<file path="src/pwmcac_fix_placeholder.sv">
// Spare source of the PWM channel core; it holds no logic.

</file>
<file path="src/pwmcac_pkg.sv">
// Shared constants, register map and types of the PWM channel core.
package pwmcac_pkg;

  // Sizes of the channel array and of its data paths.
  localparam int NUM_CH = 8;
  localparam int NUM_PAIR = 4;
  localparam int BYTE_W = 8;
  localparam int CNT_W = 16;
  localparam int ADDR_W = 8;
  localparam int DATA_W = 32;

  // Address type, used to place per-channel registers.
  typedef logic [ADDR_W-1:0] pwmcac_addr_t;

  // Register byte offsets on the APB side.
  localparam pwmcac_addr_t OFS_ENABLE = 8'h00;
  localparam pwmcac_addr_t OFS_POLARITY = 8'h04;
  localparam pwmcac_addr_t OFS_CLK_CHOICE = 8'h08;
  localparam pwmcac_addr_t OFS_ALIGN = 8'h0C;
  localparam pwmcac_addr_t OFS_PAIR_CTRL = 8'h10;
  localparam pwmcac_addr_t OFS_PERIOD = 8'h20;
  localparam pwmcac_addr_t OFS_DUTY = 8'h40;
  localparam pwmcac_addr_t OFS_COUNTER = 8'h60;
  localparam pwmcac_addr_t CH_STRIDE = 8'h04;

  // Reset values of the registers.
  localparam logic [BYTE_W-1:0] RST_BYTE = 8'h00;
  localparam logic [NUM_PAIR-1:0] RST_PAIR = 4'h0;
  localparam logic [BYTE_W-1:0] RST_PERIOD = 8'h00;
  localparam logic [BYTE_W-1:0] RST_DUTY = 8'h00;
  localparam logic [DATA_W-1:0] RD_ZERO = 32'h0000_0000;

  // Counter constants.
  localparam logic [CNT_W-1:0] CNT_ZERO = 16'h0000;
  localparam logic [CNT_W:0] CNT_STEP = 17'h0_0001;

  // Counting direction of a channel counter.
  typedef enum logic {
    pwmcac_dir_up = 1'b0,
    pwmcac_dir_down = 1'b1
  } pwmcac_dir_t;

  // Settings that one counter engine works from.
  typedef struct packed {
    logic enable;
    logic center;
    logic pol;
    logic [CNT_W-1:0] period;
    logic [CNT_W-1:0] duty;
  } pwmcac_cfg_t;

  // Channel-wide control bits held by software.
  typedef struct packed {
    logic [BYTE_W-1:0] enable;
    logic [BYTE_W-1:0] polarity;
    logic [BYTE_W-1:0] choice;
    logic [BYTE_W-1:0] align;
    logic [NUM_PAIR-1:0] pair_join;
  } pwmcac_ctrl_t;

endpackage

</file>
<file path="src/pwmcac_engine.sv">
// One counter engine: counter, direction, active period and duty, waveform.
`timescale 1ns/100ps
module pwmcac_engine (
  // Clock and reset.
  input wire logic core_clk,
  input wire logic reset,
  // Channel clock tick and counter write strobe.
  input wire logic tick,
  input wire logic cnt_wr,
  // Buffered settings.
  input wire pwmcac_pkg::pwmcac_cfg_t cfg,
  // Engine state.
  output logic [pwmcac_pkg::CNT_W-1:0] count,
  output logic wave
);

  logic [pwmcac_pkg::CNT_W-1:0] cnt_q, cnt_d;
  logic [pwmcac_pkg::CNT_W-1:0] per_q, per_d;
  logic [pwmcac_pkg::CNT_W-1:0] duty_q, duty_d;
  pwmcac_pkg::pwmcac_dir_t dir_q, dir_d;
  logic [pwmcac_pkg::CNT_W:0] cnt_inc;

  assign cnt_inc = {1'b0, cnt_q} + pwmcac_pkg::CNT_STEP;

  // Next counter state; a disabled channel keeps its count but lets the
  // buffers straight through, so new settings apply when it restarts.
  always_comb begin
    cnt_d = cnt_q;
    dir_d = dir_q;
    per_d = per_q;
    duty_d = duty_q;
    if (!cfg.enable) begin
      per_d = cfg.period;
      duty_d = cfg.duty;
    end
    if (cnt_wr) begin
      cnt_d = pwmcac_pkg::CNT_ZERO;
      dir_d = pwmcac_pkg::pwmcac_dir_up;
      per_d = cfg.period;
      duty_d = cfg.duty;
    end else if (tick) begin
      if (per_q == pwmcac_pkg::CNT_ZERO) begin
        cnt_d = pwmcac_pkg::CNT_ZERO;
        dir_d = pwmcac_pkg::pwmcac_dir_up;
        per_d = cfg.period;
        duty_d = cfg.duty;
      end else if (cfg.enable && !cfg.center) begin
        if (cnt_inc >= {1'b0, per_q}) begin
          cnt_d = pwmcac_pkg::CNT_ZERO;
          per_d = cfg.period;
          duty_d = cfg.duty;
        end else begin
          cnt_d = cnt_inc[pwmcac_pkg::CNT_W-1:0];
        end
      end else if (cfg.enable && dir_q == pwmcac_pkg::pwmcac_dir_up) begin
        cnt_d = cnt_inc[pwmcac_pkg::CNT_W-1:0];
        if (cnt_inc >= {1'b0, per_q}) begin
          dir_d = pwmcac_pkg::pwmcac_dir_down;
        end
      end else if (cfg.enable) begin
        cnt_d = cnt_q - pwmcac_pkg::CNT_STEP[pwmcac_pkg::CNT_W-1:0];
        if (cnt_q <= pwmcac_pkg::CNT_STEP[pwmcac_pkg::CNT_W-1:0]) begin
          cnt_d = pwmcac_pkg::CNT_ZERO;
          dir_d = pwmcac_pkg::pwmcac_dir_up;
          per_d = cfg.period;
          duty_d = cfg.duty;
        end
      end
    end
    if (cnt_d == pwmcac_pkg::CNT_ZERO) begin
      dir_d = pwmcac_pkg::pwmcac_dir_up;
    end
  end

  // Counter registers.
  always_ff @(posedge core_clk) begin
    if (reset) begin
      cnt_q <= pwmcac_pkg::CNT_ZERO;
      dir_q <= pwmcac_pkg::pwmcac_dir_up;
      per_q <= pwmcac_pkg::CNT_ZERO;
      duty_q <= pwmcac_pkg::CNT_ZERO;
    end else begin
      cnt_q <= cnt_d;
      dir_q <= dir_d;
      per_q <= per_d;
      duty_q <= duty_d;
    end
  end

  // Waveform level; counting down the duty match is inclusive, which gives
  // the second toggle of a center-aligned cycle at the same count.
  always_comb begin
    if (per_q == pwmcac_pkg::CNT_ZERO || duty_q >= per_q) begin
      wave = cfg.pol;
    end else if (dir_q == pwmcac_pkg::pwmcac_dir_down) begin
      wave = (cnt_q <= duty_q) ? cfg.pol : !cfg.pol;
    end else begin
      wave = (cnt_q < duty_q) ? cfg.pol : !cfg.pol;
    end
  end

  assign count = cnt_q;
endmodule

</file>
<file path="src/pwmcac_top.sv">
// Eight-channel PWM output core with pair joining and an APB register file.
//
// Local design decisions: the APB interface to the registers and the register addresses.
`timescale 1ns/100ps
module pwmcac_top (
  // Clock and reset.
  input wire logic core_clk,
  input wire logic reset,
  // APB slave.
  input wire logic psel,
  input wire logic penable,
  input wire logic pwrite,
  input wire logic [pwmcac_pkg::ADDR_W-1:0] paddr,
  input wire logic [pwmcac_pkg::DATA_W-1:0] pwdata,
  output logic [pwmcac_pkg::DATA_W-1:0] prdata,
  output logic pready,
  output logic pslverr,
  // Prescaled clock ticks, one core_clk cycle wide.
  input wire logic clock_a_tick,
  input wire logic clock_b_tick,
  input wire logic scaled_clock_a,
  input wire logic scaled_clock_b,
  // Modulated outputs; bit 7 is channel_seven_output.
  output logic [pwmcac_pkg::NUM_CH-1:0] pwm_out
);

  // Software controls and buffered values.
  pwmcac_pkg::pwmcac_ctrl_t ctrl_q, ctrl_d;
  logic [pwmcac_pkg::BYTE_W-1:0] period_value_q [pwmcac_pkg::NUM_CH];
  logic [pwmcac_pkg::BYTE_W-1:0] period_value_d [pwmcac_pkg::NUM_CH];
  logic [pwmcac_pkg::BYTE_W-1:0] duty_value_q [pwmcac_pkg::NUM_CH];
  logic [pwmcac_pkg::BYTE_W-1:0] duty_value_d [pwmcac_pkg::NUM_CH];

  // Bus handshake and read-back registers.
  logic pready_q, pready_d;
  logic pslverr_q, pslverr_d;
  logic [pwmcac_pkg::DATA_W-1:0] prdata_q, prdata_d;
  logic [pwmcac_pkg::NUM_CH-1:0] pwm_out_q, pwm_out_d;

  // Decode results and per-channel engine wiring.
  logic acc_fire, wr_fire;
  logic [pwmcac_pkg::NUM_CH-1:0] hit_per, hit_duty, hit_cnt;
  logic [pwmcac_pkg::NUM_CH-1:0] cnt_wr, eng_tick, eng_en, wave;
  logic [pwmcac_pkg::BYTE_W-1:0] cnt_byte [pwmcac_pkg::NUM_CH];
  logic [pwmcac_pkg::CNT_W-1:0] eng_count [pwmcac_pkg::NUM_CH];
  logic [pwmcac_pkg::DATA_W-1:0] rd_data;
  logic rd_hit;

  // A request completes at the edge where pready is seen high, so the
  // access phase lasts two cycles; writes act only at that edge.
  assign acc_fire = psel && penable && pready_q;
  assign wr_fire = acc_fire && pwrite;

  // Per-channel decode, setting mux, engine and output level.
  for (genvar k = 0; k < pwmcac_pkg::NUM_CH; k++) begin : g_ch
    localparam pwmcac_pkg::pwmcac_addr_t CH_OFS =
      pwmcac_pkg::CH_STRIDE * pwmcac_pkg::pwmcac_addr_t'(k);
    localparam int PAIR = k / 2;
    localparam int MATE = k ^ 1;
    localparam bit ODD = (k % 2) == 1;
    localparam bit GROUP_B = ((k / 2) % 2) == 1;
    logic joined;
    logic sel_scaled;
    pwmcac_pkg::pwmcac_cfg_t cfg;

    assign joined = ctrl_q.pair_join[PAIR];
    assign hit_per[k] = paddr == pwmcac_pkg::OFS_PERIOD + CH_OFS;
    assign hit_duty[k] = paddr == pwmcac_pkg::OFS_DUTY + CH_OFS;
    assign hit_cnt[k] = paddr == pwmcac_pkg::OFS_COUNTER + CH_OFS;

    // Each channel chooses its own clock, so a joined pair is driven by
    // the odd engine's choice without extra muxing.
    assign sel_scaled = ctrl_q.choice[k];
    if (GROUP_B) begin : g_clk_b
      assign eng_tick[k] = sel_scaled ? scaled_clock_b : clock_b_tick;
    end else begin : g_clk_a
      assign eng_tick[k] = sel_scaled ? scaled_clock_a : clock_a_tick;
    end

    // Settings: a joined odd engine sees even bytes on top.
    if (ODD) begin : g_odd
      always_comb begin
        cfg.enable = ctrl_q.enable[k];
        cfg.center = ctrl_q.align[k];
        cfg.pol = ctrl_q.polarity[k];
        if (joined) begin
          cfg.period = {period_value_q[MATE], period_value_q[k]};
          cfg.duty = {duty_value_q[MATE], duty_value_q[k]};
        end else begin
          cfg.period = {pwmcac_pkg::RST_BYTE, period_value_q[k]};
          cfg.duty = {pwmcac_pkg::RST_BYTE, duty_value_q[k]};
        end
      end
      // Either byte address of a joined pair restarts the whole counter.
      assign cnt_wr[k] = wr_fire &&
        (hit_cnt[k] || (joined && hit_cnt[MATE]));
      assign cnt_byte[k] = eng_count[k][pwmcac_pkg::BYTE_W-1:0];
    end else begin : g_even
      always_comb begin
        cfg.enable = ctrl_q.enable[k] && !joined;
        cfg.center = ctrl_q.align[k];
        cfg.pol = ctrl_q.polarity[k];
        cfg.period = {pwmcac_pkg::RST_BYTE, period_value_q[k]};
        cfg.duty = {pwmcac_pkg::RST_BYTE, duty_value_q[k]};
      end
      assign cnt_wr[k] = wr_fire && hit_cnt[k];
      // A joined even channel reads the high byte of the odd engine.
      assign cnt_byte[k] = joined ?
        eng_count[MATE][pwmcac_pkg::CNT_W-1:pwmcac_pkg::BYTE_W] :
        eng_count[k][pwmcac_pkg::BYTE_W-1:0];
    end

    assign eng_en[k] = cfg.enable;
    // A disabled channel, or the high half of a joined pair, drives low.
    assign pwm_out_d[k] = eng_en[k] && wave[k];

    pwmcac_engine u_engine (
      .core_clk(core_clk),
      .reset(reset),
      .tick(eng_tick[k]),
      .cnt_wr(cnt_wr[k]),
      .cfg(cfg),
      .count(eng_count[k]),
      .wave(wave[k])
    );

    if (!ODD) begin : g_pair_chk

    end
  end

  // Register next values; narrow registers take the low data bits.
  always_comb begin
    ctrl_d = ctrl_q;
    period_value_d = period_value_q;
    duty_value_d = duty_value_q;
    if (wr_fire) begin
      case (paddr)
        pwmcac_pkg::OFS_ENABLE: begin
          ctrl_d.enable = pwdata[pwmcac_pkg::BYTE_W-1:0];
        end
        pwmcac_pkg::OFS_POLARITY: begin
          ctrl_d.polarity = pwdata[pwmcac_pkg::BYTE_W-1:0];
        end
        pwmcac_pkg::OFS_CLK_CHOICE: begin
          ctrl_d.choice = pwdata[pwmcac_pkg::BYTE_W-1:0];
        end
        pwmcac_pkg::OFS_ALIGN: begin
          ctrl_d.align = pwdata[pwmcac_pkg::BYTE_W-1:0];
        end
        pwmcac_pkg::OFS_PAIR_CTRL: begin
          ctrl_d.pair_join = pwdata[pwmcac_pkg::NUM_PAIR-1:0];
        end
        default: begin
          ctrl_d = ctrl_q;
        end
      endcase
      for (int i = 0; i < pwmcac_pkg::NUM_CH; i++) begin
        if (hit_per[i]) begin
          period_value_d[i] = pwdata[pwmcac_pkg::BYTE_W-1:0];
        end
        if (hit_duty[i]) begin
          duty_value_d[i] = pwdata[pwmcac_pkg::BYTE_W-1:0];
        end
      end
    end
  end

  // Register file storage.
  always_ff @(posedge core_clk) begin
    if (reset) begin
      ctrl_q.enable <= pwmcac_pkg::RST_BYTE;
      ctrl_q.polarity <= pwmcac_pkg::RST_BYTE;
      ctrl_q.choice <= pwmcac_pkg::RST_BYTE;
      ctrl_q.align <= pwmcac_pkg::RST_BYTE;
      ctrl_q.pair_join <= pwmcac_pkg::RST_PAIR;
      for (int i = 0; i < pwmcac_pkg::NUM_CH; i++) begin
        period_value_q[i] <= pwmcac_pkg::RST_PERIOD;
        duty_value_q[i] <= pwmcac_pkg::RST_DUTY;
      end
    end else begin
      ctrl_q <= ctrl_d;
      period_value_q <= period_value_d;
      duty_value_q <= duty_value_d;
    end
  end

  // Read multiplexer; counters read live without disturbing the count.
  always_comb begin
    rd_data = pwmcac_pkg::RD_ZERO;
    rd_hit = 1'b1;
    case (paddr)
      pwmcac_pkg::OFS_ENABLE: begin
        rd_data[pwmcac_pkg::BYTE_W-1:0] = ctrl_q.enable;
      end
      pwmcac_pkg::OFS_POLARITY: begin
        rd_data[pwmcac_pkg::BYTE_W-1:0] = ctrl_q.polarity;
      end
      pwmcac_pkg::OFS_CLK_CHOICE: begin
        rd_data[pwmcac_pkg::BYTE_W-1:0] = ctrl_q.choice;
      end
      pwmcac_pkg::OFS_ALIGN: begin
        rd_data[pwmcac_pkg::BYTE_W-1:0] = ctrl_q.align;
      end
      pwmcac_pkg::OFS_PAIR_CTRL: begin
        rd_data[pwmcac_pkg::NUM_PAIR-1:0] = ctrl_q.pair_join;
      end
      default: begin
        rd_hit = 1'b0;
      end
    endcase
    for (int i = 0; i < pwmcac_pkg::NUM_CH; i++) begin
      if (hit_per[i]) begin
        rd_data[pwmcac_pkg::BYTE_W-1:0] = period_value_q[i];
        rd_hit = 1'b1;
      end
      if (hit_duty[i]) begin
        rd_data[pwmcac_pkg::BYTE_W-1:0] = duty_value_q[i];
        rd_hit = 1'b1;
      end
      if (hit_cnt[i]) begin
        rd_data[pwmcac_pkg::BYTE_W-1:0] = cnt_byte[i];
        rd_hit = 1'b1;
      end
    end
  end

  // Handshake next values; an unmapped address answers with an error
  // and reads as zero, and its write is dropped.
  always_comb begin
    pready_d = psel && penable && !pready_q;
    pslverr_d = pready_d && !rd_hit;
    prdata_d = pwmcac_pkg::RD_ZERO;
    if (pready_d && !pwrite && rd_hit) begin
      prdata_d = rd_data;
    end
  end

  // Handshake and pin registers.
  always_ff @(posedge core_clk) begin
    if (reset) begin
      pready_q <= 1'b0;
      pslverr_q <= 1'b0;
      prdata_q <= pwmcac_pkg::RD_ZERO;
      pwm_out_q <= '0;
    end else begin
      pready_q <= pready_d;
      pslverr_q <= pslverr_d;
      prdata_q <= prdata_d;
      pwm_out_q <= pwm_out_d;
    end
  end

  assign prdata = prdata_q;
  assign pready = pready_q;
  assign pslverr = pslverr_q;
  assign pwm_out = pwm_out_q;
endmodule

</file>
<file path="config.mk">
export PLATFORM = sky130hd
export DESIGN_NAME = pwmcac_top
export DESIGN_NICKNAME = d
export VERILOG_FILES = /design/src/pwmcac_fix_placeholder.sv /design/src/pwmcac_pkg.sv /design/src/pwmcac_engine.sv /design/src/pwmcac_top.sv
export SDC_FILE = /design/constraint.sdc
export NUM_CORES = 2
export LEC_CHECK = 0
export BUFFER_PORTS_ARGS = -buffer_cell sky130_fd_sc_hd__buf_4
export CORE_UTILIZATION = 25
export DETAILED_ROUTE_END_ITERATION = 10
export GPL_ROUTABILITY_DRIVEN = 1
export PLACE_DENSITY = 0.44
export SKIP_CTS_REPAIR_TIMING = 1
export SLEW_MARGIN = 20
export SYNTH_ARGS = -nofsm -noshare
export SYNTH_HDL_FRONTEND = slang
export SYNTH_SLANG_ARGS = --single-unit
</file>
<file path="constraint.sdc">
create_clock -name core_clk -period 5.4 [get_ports core_clk]
set_clock_uncertainty 0.05 [all_clocks]
set_input_delay 1.08 -clock core_clk [delete_from_list [all_inputs] [get_ports core_clk]]
set_output_delay 1.08 -clock core_clk [all_outputs]
set_load 0.02 [all_outputs]
</file>
==> impl_metrics.csv <==
group,metric,value,unit
clocking,cts_tree,"built",
worst_setup_path,path_delay_family,"simple AND/OR/NAND/NOR gates",
worst_setup_path,path_depth,19,
cells_and_area,finalNonFillerCells,8005,
drt,vias,43570,
die,dieArea,172700,um^2
global_route,overflow,0,
drt,viasPerCell,5.443,
worst_setup_path,cp_max_fo,7,
flow_run,drv_cap,0,
worst_setup_path,crit_arrival,5410,ps
synth,synthTopCellsByCount,"729 x nand2_1, 574 x dfxtp_1, 534 x nor2_1",
power,switching_share,24.82,%
power,power.internal,7621,uW
sta,tightest_slew,1007,ps
worst_setup_path,end_kind,"flip-flop",
worst_setup_path,r2r-start,"g_ch[7].u_engine.count[1]$_SDFF_PP0_",
power,peakVddDrop,0.1874,mV
place,port_buffers,42,
sta,hold_viol,0,
synth,synth.most_common_cell,"nand2_1",
drt,drt_iter0_markers,4591,
die,core-area,169700,um^2
worst_setup_path,reg2reg_slack,470,ps
worst_setup_path,critPathLaunchType,"flip-flop",
sta,fin_tns_setup,0,ps
synth,synth_top_area_share,26.87,%
sta,finalMaxSlewViolations,0,
clocking,cts_buffers,77,
worst_setup_path,path_class,"reg -> reg",
worst_setup_path,cp_data_required_time,5880,ps
global_route,grt_pass1_wl,265.8,mm
synth,synth.avg_cell_area,7.390,um^2
outcome,status,"finished, final reports clean",
drt,wl,176.0,mm
synth,synth-seq-cells,574,
place,placedCellCount,7861,
power,p_switching,2516,uW
drt,ant_nets,0,
die,num_rows,151,
worst_setup_path,cpPeakStageDelay,460,ps
cells_and_area,fillers,18400,
worst_setup_path,crit_slowest_cell,"dfxtp_1",
synth,synth.distinct_cells,93,
clocking,clockBufferDepth,3,
cells_and_area,ff_latch_area,11490,um^2
die,ios,91,
synth,ys.warnings.count,0,
sta,rsz0062_at_grt,"no",
cells_and_area,fin_util,28.56,%
synth,yosys_most_used_dff,"dfxtp_1",
synth,netlist_instances,5788,
clocking,cts_sinks,574,
power,p_clk_share,53.5,%
place,place_congestion,0.9125,
sta,setup_viol,0,
worst_setup_path,crit_chain,"ha_1, nand3_1, nor2_1, and4_1, nand3_1, nor2_1, xnor2_1, inv_1, ha_1, nand3_1, a2111oi_0, o41ai_1, nand4_1, o21ai_0, and2_1, a221o_1, o21ai_0, and4_1, a41oi_1",
min_path,hold_class,"reg -> reg",
synth,syn-cell-area,42770,um^2
global_route,grt_usage,19.71,%
power,combPwrFrac,4.5,%
clocking,clkSlewWorstSetupHoldPaths,50,ps
worst_setup_path,worst-r2r-cell-count,19,
cells_and_area,nets,6179,
worst_setup_path,crit_end,"g_ch[7].u_engine.dir_q$_SDFFE_PP0P_",
worst_setup_path,worstReg2RegEnd,"g_ch[7].u_engine.dir_q$_SDFFE_PP0P_",
sta,maxSlewHeadroom,32.32,%
place,place_hpwl,130.7,mm
sta,max_freq,0.2027,GHz
clocking,clock_latency,690,ps
die,start_util,25.21,%
sta,finalCritPeriodShare,91.35,%
synth,yosysSeqAreaShare,26.87,%
drt,drc,0,
worst_setup_path,setup.worst_path.start,"g_ch[7].u_engine.count[1]$_SDFF_PP0_",
clocking,root_buffer,"clkbuf_16",
clocking,h-tree-depth,3,
global_route,grt_antenna_before_repair,15,
global_route,grt_pass1_vias,40940,
cells_and_area,multiInputGateArea,28680,um^2
synth,synth_top_area_cell,"dfxtp_1",
sta,layout_min_cycle_time,4933,ps
die,die_w,415.6,um
drt,first_pass_iters,6,
power,cellLeakagePower,0.01829,uW
cells_and_area,drive_gt1_share,7.357,%
drt,wl_per_cell,21.99,um
power,power.density,209.2,nW/um^2
die,die_height,415.6,um
cells_and_area,syn_to_final_growth,13.30,%
power,p_seq_share,42.0,%
synth,synth_edf_count,0,
synth,synth_area_leaders,"dfxtp_1 27%, ha_1 12%, nand2_1 6.4%",
synth,synthArstFlopShare,0,%
global_route,grt_max_degree,158,
worst_setup_path,cp_common_cell,"nand3_1",
worst_setup_path,critPathBufInv,1,
-- per-layer routing --
layer / track usage, % / vias up / wire [um]
li1: - / 20800 / -
met1: 27.59 / 20940 / 81710
met2: 30.51 / 1527 / 77610
met3: 2.416 / 304 / 10490
met4: 7.780 / 2 / 6185
met5: 0 / - / 20
-- worst min-delay path by stage --
stage,to,cells after the start,from,slack [ps]
after global routing,period_value_q[5]$_SDFFE_PP0P_,2,period_value_q[5]$_SDFFE_PP0P_,440
after floorplan,g_ch[0].u_engine.duty_q[15]$_SDFF_PP0_,2,g_ch[0].u_engine.duty_q[15]$_SDFF_PP0_,390
after detailed placement,g_ch[5].u_engine.per_q[8]$_SDFF_PP0_,2,g_ch[5].u_engine.per_q[8]$_SDFF_PP0_,410
final,g_ch[5].u_engine.per_q[8]$_SDFF_PP0_,2,g_ch[5].u_engine.per_q[8]$_SDFF_PP0_,420
after CTS,g_ch[5].u_engine.per_q[8]$_SDFF_PP0_,2,g_ch[5].u_engine.per_q[8]$_SDFF_PP0_,420
after global placement,g_ch[5].u_engine.per_q[4]$_SDFF_PP0_,2,g_ch[5].u_engine.per_q[4]$_SDFF_PP0_,410
-- state kept, by name, summed over array words and instances (netlist names) --
name	cells
g_ch.u_engine.count	128
g_ch.u_engine.duty_q	128
g_ch.u_engine.per_q	128
duty_value_q	64
ctrl_q	36
g_ch.cfg	32
period_value_q	32
g_ch.u_engine.dir_q	8
prdata	8
pwm_out	8
pready	1
pslverr	1
-- logic make-up (layout without fill, tap and decap cells) --
family / Yosys count / after routing / synth area share [%]
buffers and inverters: 710 / 676 / 6.547
AND/OR/NAND/NOR: 2212 / 2212 / 24.31
adder cells (fa/ha/maj): 408 / 408 / 11.94
AO/OA/AOI/OAI: 1570 / 1570 / 23.30
XOR/XNOR: 150 / 150 / 3.072
other: 1 / 34 / 0.008768
multiplexers: 163 / 163 / 3.964
flip-flops: 574 / 574 / 26.87
-- stage by stage --
| step | setup slack [ps] | total power (uW) | cell area [um^2] | hold slack (ps) |
|---|---|---|---|---|
| 6_report | 467.1 | 10140 | 48460 | 423.4 |
| 5_1_grt | 30.06 | 10480 | 48460 | 438.8 |
| 4_1_cts | 490.4 | 10300 | 48430 | 424.1 |
| 3_5_place_dp | 552.2 | 4796 | 45830 | 409.6 |
| 3_3_place_gp | 484.5 | 4796 | 45830 | 409.6 |
| 2_1_floorplan | 920.8 | 4627 | 42860 | 393.1 |
-- layout by cell type (no fill, tap or decap), types with 18 or more instances in the layout --
| cell type | synthesis | routed |
|---|---|---|
| or4_1 | 23 | 23 |
| nand4_1 | 106 | 106 |
| a2111oi_0 | 22 | 22 |
| and2_1 | 64 | 64 |
| or3_1 | 31 | 31 |
| a32o_1 | 18 | 18 |
| mux2_2 | 21 | 21 |
| nor3_1 | 160 | 159 |
| mux2i_1 | 139 | 136 |
| or2_2 | 18 | 18 |
| o22ai_1 | 53 | 52 |
| and4_1 | 20 | 19 |
| a221oi_1 | 57 | 57 |
| and3_1 | 40 | 40 |
| a21o_1 | 86 | 86 |
| conb_1 | 1 | 24 |
| ha_1 | 408 | 408 |
| o211ai_1 | 38 | 38 |
| o31ai_1 | 26 | 26 |
| a22o_1 | 22 | 22 |
| xor2_1 | 54 | 54 |
| a31oi_1 | 39 | 39 |
| nor2_1 | 534 | 532 |
| inv_1 | 326 | 326 |
| clkbuf_16 | 0 | 79 |
| o21a_1 | 44 | 44 |
| buf_4 | 26 | 209 |
| nand2b_1 | 45 | 45 |
| o21ai_0 | 343 | 343 |
| xnor2_1 | 96 | 96 |
| a211oi_1 | 46 | 45 |
| o221ai_1 | 25 | 25 |
| nor4_1 | 105 | 103 |
| a21oi_1 | 517 | 517 |
| a22oi_1 | 72 | 72 |
| nor2b_1 | 55 | 55 |
| nand3_1 | 235 | 235 |
| dfxtp_1 | 574 | 573 |
| nand2_1 | 729 | 729 |
-- worst reg2reg max path, stage by stage, from the launching register on --
cell,delay (ps)
dfxtp_1,460
ha_1,300
nand3_1,180
nor2_1,240
and4_1,300
nand3_1,130
nor2_1,160
xnor2_1,180
inv_1,80
ha_1,350
nand3_1,90
a2111oi_0,440
o41ai_1,160
nand4_1,160
o21ai_0,210
and2_1,280
a221o_1,380
o21ai_0,260
and4_1,270
a41oi_1,110
-- cell type report --
cell class | count | share of cell area (%)
Antenna cell | 10 | 0.05164
Clock buffer | 107 | 4.544
Clock inverter | 27 | 0.8056
Inverter | 328 | 2.541
Multi-Input combinational cell | 4527 | 59.18
Sequential cell | 574 | 23.72
Tap cell | 2218 | 5.727
Timing Repair Buffer | 214 | 3.434
-- power by group through the flow --
| stage | Sequential (uW) | Combinational (uW) | Clock (uW) |
|---|---|---|---|
| 2_1_floorplan | 4340 | 282 | 0 |
| 3_3_place_gp | 4350 | 448 | 0 |
| 3_5_place_dp | 4350 | 447 | 0 |
| 4_1_cts | 4250 | 449 | 5600 |
| 5_1_grt | 4250 | 485 | 5740 |
| 6_report | 4260 | 458 | 5420 |
No activity file was read; power rests on OpenSTA's default activity.
